**src/design/spi_port_defs.vh**
```
`ifndef SPI_PORT_DEFS_VH
`define SPI_PORT_DEFS_VH
// Select mode field encodings.
`define SEL_MODE_3WIRE 2'h0
`define SEL_MODE_4WIRE_IN 2'h1
// Bit index of the upper select mode bit.
`define SEL_MODE_HI_BIT 1
// Clock divider default and reset value.
`define DIV_RESET 8'h00
// System clock period in ns and the fastest master bit rate in kHz.
`define SYS_PERIOD_NS 25
`define MAX_BIT_RATE_KHZ 12500
// Least system clock cycles per half serial clock period.
`define MIN_HALF_CYCLES ((1000000 / (`SYS_PERIOD_NS * `MAX_BIT_RATE_KHZ * 2)) + 1)
// Smallest divider setting: two cycles per half period keep the bit rate legal.
`define DIV_FLOOR 8'h01
// Byte length in bits.
`define BITS_PER_BYTE 4'h8
`define DATA_RESET 8'h00
`endif

```
**src/design/sync_two_ff.v**
```verilog
`timescale 1ns/1ps
// =====================================================================
// Two flip-flop synchroniser for pins from outside the clock domain.
module sync_two_ff #(
    parameter WIDTH = 3
) (
    input wire clk_sys_in,
    input wire nrst_in,
    input wire [WIDTH-1:0] async_in,
    output wire [WIDTH-1:0] sync_out
);
    reg [WIDTH-1:0] stage1_ff;
    reg [WIDTH-1:0] stage2_ff;

    // The first stage feeds only the second stage.
    always @(posedge clk_sys_in or negedge nrst_in) begin
        if (!nrst_in) begin
            stage1_ff <= {WIDTH{1'b1}};
            stage2_ff <= {WIDTH{1'b1}};
        end else begin
            stage1_ff <= async_in;
            stage2_ff <= stage1_ff;
        end
    end

    assign sync_out = stage2_ff;
endmodule // sync_two_ff

```
**src/design/byte_fifo.v**
```verilog
`timescale 1ns/1ps
// =====================================================================
// Small synchronous FIFO with valid and ready on both sides.
module byte_fifo #(
    parameter WIDTH = 8,
    parameter DEPTH = 4,
    parameter AW = 2
) (
    input wire clk_sys_in,
    input wire nrst_in,
    input wire flush_in,
    input wire in_valid_in,
    output wire in_ready_out,
    input wire [WIDTH-1:0] in_data_in,
    output wire out_valid_out,
    input wire out_ready_in,
    output wire [WIDTH-1:0] out_data_out
);
    reg [WIDTH-1:0] mem [0:DEPTH-1];
    reg [AW-1:0] wr_ptr_ff;
    reg [AW-1:0] rd_ptr_ff;
    reg [AW:0] count_ff;
    wire do_wr;
    wire do_rd;

    // Handshakes; full and empty come from the occupancy count.
    assign in_ready_out = (count_ff != DEPTH[AW:0]);
    assign out_valid_out = (count_ff != {(AW+1){1'b0}});
    assign do_wr = in_valid_in && in_ready_out;
    assign do_rd = out_valid_out && out_ready_in;
    assign out_data_out = mem[rd_ptr_ff];

    // Storage array written at the tail.
    always @(posedge clk_sys_in) begin
        if (do_wr) begin
            mem[wr_ptr_ff] <= in_data_in;
        end
    end

    // Pointers and count.
    always @(posedge clk_sys_in or negedge nrst_in) begin
        if (!nrst_in) begin
            wr_ptr_ff <= {AW{1'b0}};
            rd_ptr_ff <= {AW{1'b0}};
            count_ff <= {(AW+1){1'b0}};
        end else if (flush_in) begin
            wr_ptr_ff <= {AW{1'b0}};
            rd_ptr_ff <= {AW{1'b0}};
            count_ff <= {(AW+1){1'b0}};
        end else begin
            if (do_wr) begin
                wr_ptr_ff <= (wr_ptr_ff == DEPTH[AW-1:0] - 1'b1) ? {AW{1'b0}} : wr_ptr_ff + 1'b1;
            end
            if (do_rd) begin
                rd_ptr_ff <= (rd_ptr_ff == DEPTH[AW-1:0] - 1'b1) ? {AW{1'b0}} : rd_ptr_ff + 1'b1;
            end
            if (do_wr && !do_rd) begin
                count_ff <= count_ff + 1'b1;
            end else if (do_rd && !do_wr) begin
                count_ff <= count_ff - 1'b1;
            end
        end
    end
endmodule // byte_fifo

```
**src/design/serial_port_zero.v**
```verilog
`timescale 1ns/1ps
`include "spi_port_defs.vh"
module serial_port_zero #(
    parameter FIFO_DEPTH = 4,
    parameter FIFO_AW = 2
) (
    input wire clk_sys_in,
    input wire nrst_in,
    input wire [7:0] port_data_wr_in,
    input wire port_data_wr_en_in,
    output reg [7:0] port_data_rd_out,
    input wire port_data_rd_en_in,
    input wire port_enable_bit_in,
    input wire port_enable_set_in,
    input wire master_enable_bit_in,
    input wire master_enable_set_in,
    input wire [1:0] select_mode_field_in,
    input wire clock_phase_bit_in,
    input wire clock_polarity_bit_in,
    input wire [7:0] clock_divider_in,
    input wire flags_clear_in,
    output reg port_enable_bit_out,
    output reg master_enable_bit_out,
    output reg transfer_done_flag_out,
    output reg write_collision_flag_out,
    output reg mode_fault_flag_out,
    output reg receive_overrun_flag_out,
    output wire busy_out,
    output wire rx_valid_out,
    output wire sck_out,
    output wire sck_oe_out,
    input wire sck_in,
    output wire mosi_out,
    output wire mosi_oe_out,
    input wire mosi_in,
    output wire miso_out,
    output wire miso_oe_out,
    input wire miso_in,
    output wire nss_out,
    output wire nss_oe_out,
    input wire nss_in
);
    // =================================================================
    // Pin synchronisers.
    wire [2:0] pins_sync;
    wire sck_s;
    wire mosi_s;
    wire nss_s;
    reg sck_d_ff;
    reg nss_d_ff;
    reg miso_d_ff;

    sync_two_ff #(.WIDTH(3)) u_sync (
        .clk_sys_in(clk_sys_in),
        .nrst_in(nrst_in),
        .async_in({sck_in, mosi_in, nss_in}),
        .sync_out(pins_sync)
    );
    assign sck_s = pins_sync[2];
    assign mosi_s = pins_sync[1];
    assign nss_s = pins_sync[0];

    // =================================================================
    // Transmit buffer FIFO.
    wire tx_ready;
    wire tx_valid;
    wire [7:0] tx_data;
    reg tx_pop;
    wire wr_ok;

    assign wr_ok = port_data_wr_en_in && tx_ready;

    byte_fifo #(.WIDTH(8), .DEPTH(FIFO_DEPTH), .AW(FIFO_AW)) u_txbuf (
        .clk_sys_in(clk_sys_in),
        .nrst_in(nrst_in),
        .flush_in(!port_enable_bit_out),
        .in_valid_in(port_data_wr_en_in),
        .in_ready_out(tx_ready),
        .in_data_in(port_data_wr_in),
        .out_valid_out(tx_valid),
        .out_ready_in(tx_pop),
        .out_data_out(tx_data)
    );

    // =================================================================
    // Mode decode.
    wire is_master;
    wire is_slave;
    wire four_wire_in;
    wire selected;
    wire act_level;
    wire sck_rise;
    wire sck_fall;
    wire nss_fall;
    wire slave_edge_lead;
    wire slave_edge_trail;

    assign is_master = port_enable_bit_out && master_enable_bit_out;
    assign is_slave = port_enable_bit_out && !master_enable_bit_out;
    assign four_wire_in = (select_mode_field_in == `SEL_MODE_4WIRE_IN);
    assign selected = (select_mode_field_in == `SEL_MODE_3WIRE) ||
                      (four_wire_in && !nss_s);
    assign sck_rise = sck_s && !sck_d_ff;
    assign sck_fall = !sck_s && sck_d_ff;
    assign nss_fall = !nss_s && nss_d_ff;
    // Leading edge goes toward the active level set by polarity.
    assign act_level = !clock_polarity_bit_in;
    assign slave_edge_lead = is_slave && selected &&
                             (act_level ? sck_rise : sck_fall);
    assign slave_edge_trail = is_slave && selected &&
                              (act_level ? sck_fall : sck_rise);

    // =================================================================
    // Shift engine state.
    reg [7:0] shift_ff;
    reg shift_full_ff;
    reg [3:0] bit_cnt_ff;
    reg [7:0] div_cnt_ff;
    reg sck_gen_ff;
    reg m_busy_ff;
    reg m_second_ff;
    reg [7:0] rx_buf_ff;
    reg rx_valid_ff;
    wire [7:0] div_eff;

    assign div_eff = (clock_divider_in < `DIV_FLOOR) ? `DIV_FLOOR : clock_divider_in;

    // Sample edge selection from phase bit.
    wire s_sample;
    assign s_sample = clock_phase_bit_in ? slave_edge_trail : slave_edge_lead;

    // Transmit buffer pop: shifter empty, or a slave byte end reloads.
    wire byte_end_s;
    wire byte_end_m;
    wire m_tick;
    assign byte_end_s = s_sample && (bit_cnt_ff == `BITS_PER_BYTE - 4'h1);
    assign m_tick = m_busy_ff && (div_cnt_ff == div_eff);
    assign byte_end_m = m_tick && m_second_ff && (bit_cnt_ff == `BITS_PER_BYTE - 4'h1);

    always @* begin
        tx_pop = 1'b0;
        if (tx_valid && port_enable_bit_out) begin
            if (is_master) begin
                tx_pop = !m_busy_ff;
            end else begin
                tx_pop = !shift_full_ff || byte_end_s;
            end
        end
    end

    // Master sample/shift edge: first half edge is leading.
    wire m_lead;
    wire m_trail;
    assign m_lead = m_tick && !m_second_ff;
    assign m_trail = m_tick && m_second_ff;
    wire m_sample;
    wire m_shift;
    assign m_sample = clock_phase_bit_in ? m_trail : m_lead;
    assign m_shift = clock_phase_bit_in ? (m_lead && bit_cnt_ff != 4'h0) : m_trail;
    reg m_rx_bit_ff;

    // Shift register, bit counter and master clock generator.
    always @(posedge clk_sys_in or negedge nrst_in) begin
        if (!nrst_in) begin
            shift_ff <= `DATA_RESET;
            shift_full_ff <= 1'b0;
            bit_cnt_ff <= 4'h0;
            div_cnt_ff <= `DIV_RESET;
            sck_gen_ff <= 1'b0;
            m_busy_ff <= 1'b0;
            m_second_ff <= 1'b0;
            m_rx_bit_ff <= 1'b0;
        end else if (!port_enable_bit_out) begin
            bit_cnt_ff <= 4'h0;
            shift_full_ff <= 1'b0;
            m_busy_ff <= 1'b0;
            m_second_ff <= 1'b0;
            div_cnt_ff <= `DIV_RESET;
            sck_gen_ff <= 1'b0;
        end else if (is_master) begin
            if (tx_pop) begin
                shift_ff <= tx_data;
                shift_full_ff <= 1'b1;
                m_busy_ff <= 1'b1;
                bit_cnt_ff <= 4'h0;
                div_cnt_ff <= `DIV_RESET;
                m_second_ff <= 1'b0;
            end else if (m_busy_ff) begin
                div_cnt_ff <= m_tick ? `DIV_RESET : div_cnt_ff + 8'h01;
                if (m_tick) begin
                    sck_gen_ff <= !sck_gen_ff;
                    m_second_ff <= !m_second_ff;
                end
                if (m_sample) begin
                    m_rx_bit_ff <= miso_d_ff;
                end
                // MSB first in; phase one moves data on the leading edge.
                if (m_shift) begin
                    shift_ff <= {shift_ff[6:0], m_rx_bit_ff};
                end
                if (m_trail) begin
                    bit_cnt_ff <= bit_cnt_ff + 4'h1;
                end
                if (byte_end_m) begin
                    m_busy_ff <= 1'b0;
                    shift_full_ff <= 1'b0;
                    bit_cnt_ff <= 4'h0;
                end
            end
        end else begin
            if (four_wire_in && nss_fall) begin
                bit_cnt_ff <= 4'h0;
            end else if (s_sample) begin
                shift_ff <= {shift_ff[6:0], mosi_s};
                bit_cnt_ff <= byte_end_s ? 4'h0 : bit_cnt_ff + 4'h1;
                if (byte_end_s) begin
                    shift_full_ff <= 1'b0;
                end
            end
            if (tx_pop) begin
                shift_ff <= tx_data;
                shift_full_ff <= 1'b1;
            end
        end
    end

    // Registered MISO and edge history for the synchronised clock and select pins.
    always @(posedge clk_sys_in or negedge nrst_in) begin
        if (!nrst_in) begin
            // Matches the synchroniser reset so no false edge follows reset.
            sck_d_ff <= 1'b1;
            nss_d_ff <= 1'b1;
            miso_d_ff <= 1'b0;
        end else begin
            sck_d_ff <= sck_s;
            nss_d_ff <= nss_s;
            miso_d_ff <= miso_in;
        end
    end

    // =================================================================
    // Receive buffer, control bits and flags; hardware set wins over clear.
    wire byte_done;
    wire [7:0] byte_in;
    wire fault;
    assign byte_done = byte_end_m || (is_slave && byte_end_s);
    assign byte_in = byte_end_m ? {shift_ff[6:0], (clock_phase_bit_in ? miso_d_ff : m_rx_bit_ff)}
                                : {shift_ff[6:0], mosi_s};
    assign fault = is_master && four_wire_in && nss_fall;

    always @(posedge clk_sys_in or negedge nrst_in) begin
        if (!nrst_in) begin
            rx_buf_ff <= `DATA_RESET;
            rx_valid_ff <= 1'b0;
            port_data_rd_out <= `DATA_RESET;
            port_enable_bit_out <= 1'b0;
            master_enable_bit_out <= 1'b0;
            transfer_done_flag_out <= 1'b0;
            write_collision_flag_out <= 1'b0;
            mode_fault_flag_out <= 1'b0;
            receive_overrun_flag_out <= 1'b0;
        end else begin
            if (port_enable_set_in) begin
                port_enable_bit_out <= port_enable_bit_in;
            end
            if (master_enable_set_in) begin
                master_enable_bit_out <= master_enable_bit_in;
            end
            if (port_data_rd_en_in) begin
                port_data_rd_out <= rx_buf_ff;
                rx_valid_ff <= 1'b0;
            end
            if (flags_clear_in) begin
                transfer_done_flag_out <= 1'b0;
                write_collision_flag_out <= 1'b0;
                mode_fault_flag_out <= 1'b0;
                receive_overrun_flag_out <= 1'b0;
            end
            if (byte_done) begin
                transfer_done_flag_out <= 1'b1;
                if (rx_valid_ff && !port_data_rd_en_in && is_slave) begin
                    receive_overrun_flag_out <= 1'b1;
                end else begin
                    rx_buf_ff <= byte_in;
                    rx_valid_ff <= 1'b1;
                end
            end
            if (port_data_wr_en_in && !wr_ok) begin
                write_collision_flag_out <= 1'b1;
            end
            if (fault) begin
                mode_fault_flag_out <= 1'b1;
                master_enable_bit_out <= 1'b0;
                port_enable_bit_out <= 1'b0;
            end
        end
    end

    // =================================================================
    // Pin drivers.
    // master data out
    assign mosi_out = shift_ff[7];
    assign mosi_oe_out = is_master;
    assign sck_out = sck_gen_ff ^ clock_polarity_bit_in;
    assign sck_oe_out = is_master;
    assign miso_out = shift_ff[7];
    assign miso_oe_out = is_slave && selected;
    assign nss_out = select_mode_field_in[0];
    assign nss_oe_out = select_mode_field_in[`SEL_MODE_HI_BIT] && port_enable_bit_out;
    assign busy_out = m_busy_ff || (is_slave && bit_cnt_ff != 4'h0);
    assign rx_valid_out = rx_valid_ff;
endmodule // serial_port_zero

```
**config.mk**
```make
export PLATFORM = sky130hd
export DESIGN_NAME = serial_port_zero
export DESIGN_NICKNAME = d
export VERILOG_FILES = /design/src/design/sync_two_ff.v /design/src/design/byte_fifo.v /design/src/design/serial_port_zero.v
export VERILOG_INCLUDE_DIRS = /design/src /design/src/design
export SDC_FILE = /design/constraint.sdc
export NUM_CORES = 1
export LEC_CHECK = 0
export ABC_CLOCK_PERIOD_IN_PS = 7300
export BUFFER_PORTS_ARGS = -buffer_cell sky130_fd_sc_hd__buf_2
export CORE_UTILIZATION = 50
export CTS_BUF_LIST = sky130_fd_sc_hd__clkbuf_4 sky130_fd_sc_hd__clkbuf_8 sky130_fd_sc_hd__clkbuf_16
export DETAILED_ROUTE_END_ITERATION = 12
export GPL_ROUTABILITY_DRIVEN = 0
export PLACE_DENSITY = 0.78
export SLEW_MARGIN = 20
export SYNTH_ARGS = -nofsm -noshare
export SYNTH_HDL_FRONTEND = slang
export SYNTH_HIERARCHICAL = 1
export SYNTH_SLANG_ARGS = --single-unit
```
**constraint.sdc**
```tcl
create_clock -name clk_sys_in -period 7.3 [get_ports clk_sys_in]
set_input_delay 0.365 -clock clk_sys_in [delete_from_list [all_inputs] [get_ports clk_sys_in]]
set_output_delay 0.365 -clock clk_sys_in [all_outputs]
set_load 0.02 [all_outputs]
```
==> qor.txt <==
final WL: 8321 um
post-cts sizing count: 0
Worst Path Buf+Inv: 1
hold_buf cts: 0
Worst setup EP type: register
ANT nets after route: 0
via count: 2906
Data required, critical path: 7540 ps
Setup TNS: 0 ps
final net count: 450
final hold vios: 0
Initial Utilization: 51.73%
crit-path cells: nand2b_1 -> a211o_1 -> o31a_1 -> inv_1 -> o21ai_0 -> and3_1 -> fa_1 -> and3b_1 -> a311oi_1 -> a211oi_1
slowest CP cell: dfrtp_1
min cycle time layout: 3451 ps
CTS tree: yes
Avg Cell Area, Syn: 12.84 um^2
Post-CTS Setup Bufs: 0
number of synthesized flops with an enable pin: 32
Mapped Area: 4533 um^2
Layout Utilization: 57.80%
Slew Viols, Final: 0
slew margin rel.: 47.43%
vias in the first global route: 2997
sequential cell area fraction in the yosys report: 56.75%
Pre-antenna DRT Iters: 4
Critical Path Start Type: register
largest net degree at the start of global routing: 65
PD cells: 283.3 nW/um^2
crit-path max FO: 14
worst slew pin tran: 788.5 ps
Tcrit/Tclk final: 47.27%
antenna violations before repair: 0
Syn. warnings: 6
die footprint: 9451 um^2
gr ovfl total: 0
I/O pin count: 57
CP peak stage delay: 560 ps
Die Width: 97.22 um
Synth Flop Type: dfrtp_1
Synthesized Nets: 395
Arrival @ worst endpoint: 3690 ps
first-pass GRT wire length: 14530 um
Mapped Cells: 353
Worst VDD drop: 0.1444 mV
Yosys reg bits: 96
cell family with most CP delay: compound AO/OA/AOI/OAI gates
Final Hold Slack: 99.42 ps
latest clock arrival within the worst-skew pair: 360 ps
Layout area overhead: 11.73%
core box area: 8763 um^2
Antenna diodes: 0
Pwr Total: 1.435 mW
clock sinks: 96
Crit Path Category: register to register
FMAX: 289.8 MHz
share of layout cells above drive strength 1: 31.96%
DR WL/cell: 15.97 um
RSZ-0062 raised after global routing: no
# setup viols final: 0
die height: 97.22 um
PortBufs: 56
HPWL after detailed placement: 6153 um
leakage: 2.290 nW
CTS Buf Count: 9
Worst-path clk slew: 100 ps
asr flop ratio synth: 66.67%
H-tree level count: 3
clk root buf: clkbuf_8
Tot GR Track Use: 19.38%
Post-route DRC: 0
First DRT Iteration DRCs: 274
Cell variety after synth: 63
CTS Buffer Depth: 2
Worst Skew: 7.797 ps
status: completed
Rows: 34
Worst Hold Class: input pin to register
Via density: 5.578
Max Cap Violations: 0
per-layer routing:
| metal | share of wire, % | GRT usage, % | wire (um) |
|---|---|---|---|
| met2 | 49 | 30.88 | 4036 |
| met5 | 0 | 0 | 0 |
| met1 | 45 | 26.42 | 3781 |
| met4 | 1.5 | 8.145 | 123 |
| met3 | 4.6 | 3.453 | 379 |
logic make-up after synthesis:
group | synth area share (%)
DFF | 56.75
and+or+nand+nor | 11.26
AOI/OAI and AO/OA | 8.281
muxes | 14.55
buffers and inverters | 3.422
xor gates and xnor gates | 3.091
adders and majority gates | 2.650
power by group:
group	internal, mW	switching [mW]	leakage (nW)
Clock	0.131	0.195	0.0906
Combinational	0.188	0.214	1.07
Sequential	0.635	0.0705	1.13
stage by stage:
stage               instance area, um^2  worst slack (ps)  std cells
finish                             5065              3849        521
global route                       5065              3609        521
CTS                                5065              3884        521
detailed placement                 4880              3959        505
global placement                   4880              4131        505
floorplan                          4533              4156        353
final timing paths:
| check | from | to | slack [ps] | depth (start not counted) |
|---|---|---|---|---|
| max | port_enable_bit_out$_DFFE_PN0P_ | u_txbuf/count_ff[2]$_DFFE_PN0P_ | 3850 | 10 |
| min | mosi_in | u_sync/stage1_ff[1]$_DFF_PN1_ | 100 | 1 |
| max reg2reg | port_enable_bit_out$_DFFE_PN0P_ | u_txbuf/count_ff[2]$_DFFE_PN0P_ | 3850 | 10 |
| min reg2reg | u_sync/stage1_ff[2]$_DFF_PN1_ | u_sync/sync_out[2]$_DFF_PN1_ | 360 | 0 |
| max in group asynchronous | nrst_in | div_cnt_ff[6]$_DFFE_PN0P_ | 6620 | 2 |
| min in group asynchronous | nrst_in | div_cnt_ff[1]$_DFFE_PN0P_ | 170 | 2 |
layout make-up:
| class | count | area, um^2 |
|---|---|---|
| multi-input combinational | 223 | 1805 |
| inverter | 21 | 78.83 |
| clock inverter | 7 | 61.31 |
| fill | 722 | 3699 |
| sequential | 96 | 2572 |
| tap | 108 | 135.1 |
| clock buffer | 9 | 123.9 |
| timing repair buffer | 57 | 287.8 |
synthesized netlist by cell type (3+ instances only):
cell | instances | area [um^2]
and2_1 | 4 | 25.02
nor3_1 | 7 | 35.03
mux2i_1 | 10 | 100.1
dfstp_2 | 8 | 210.2
mux4_2 | 8 | 180.2
nand2b_1 | 5 | 31.28
nand3_1 | 10 | 50.05
o211ai_1 | 3 | 22.52
clkbuf_1 | 3 | 11.26
ha_1 | 8 | 100.1
buf_4 | 5 | 37.54
o31ai_1 | 3 | 22.52
nand2_1 | 16 | 60.06
mux2_2 | 31 | 349.1
buf_1 | 3 | 11.26
xor2_1 | 7 | 61.31
a21oi_1 | 10 | 50.05
edfxtp_1 | 32 | 960.9
xnor2_1 | 9 | 78.83
dfrtp_1 | 56 | 1401
and3_1 | 6 | 37.54
o21ai_0 | 16 | 80.08
nor2_1 | 22 | 82.58
inv_1 | 20 | 75.07
flip-flops by register name, indices dropped and copies added (netlist names), 3 cells and up:
register / flops
u_txbuf/mem: 32
div_cnt_ff: 8
port_data_rd_out: 8
rx_buf_ff: 8
shift_ff: 8
bit_cnt_ff: 4
u_sync/stage1_ff: 3
u_sync/sync_out: 3
u_txbuf/count_ff: 3
cell usage in the layout, fill, tap and decap left out, drive strengths merged, types with 3 or more instances in the layout:
cell type	n
mux2i	10
xnor2	9
dfrtp	56
buf	57
nand2b	5
xor2	7
a21oi	10
nand2	17
o31ai	3
inv	26
nor3	7
nor2	23
edfxtp	32
nand3	10
o211ai	3
or3	3
nor4	3
o21ai	16
ha	8
mux2	33
clkbuf	9
and2	4
dfstp	8
and3	6
mux4	8
No activity file was read; power rests on OpenSTA's default activity.
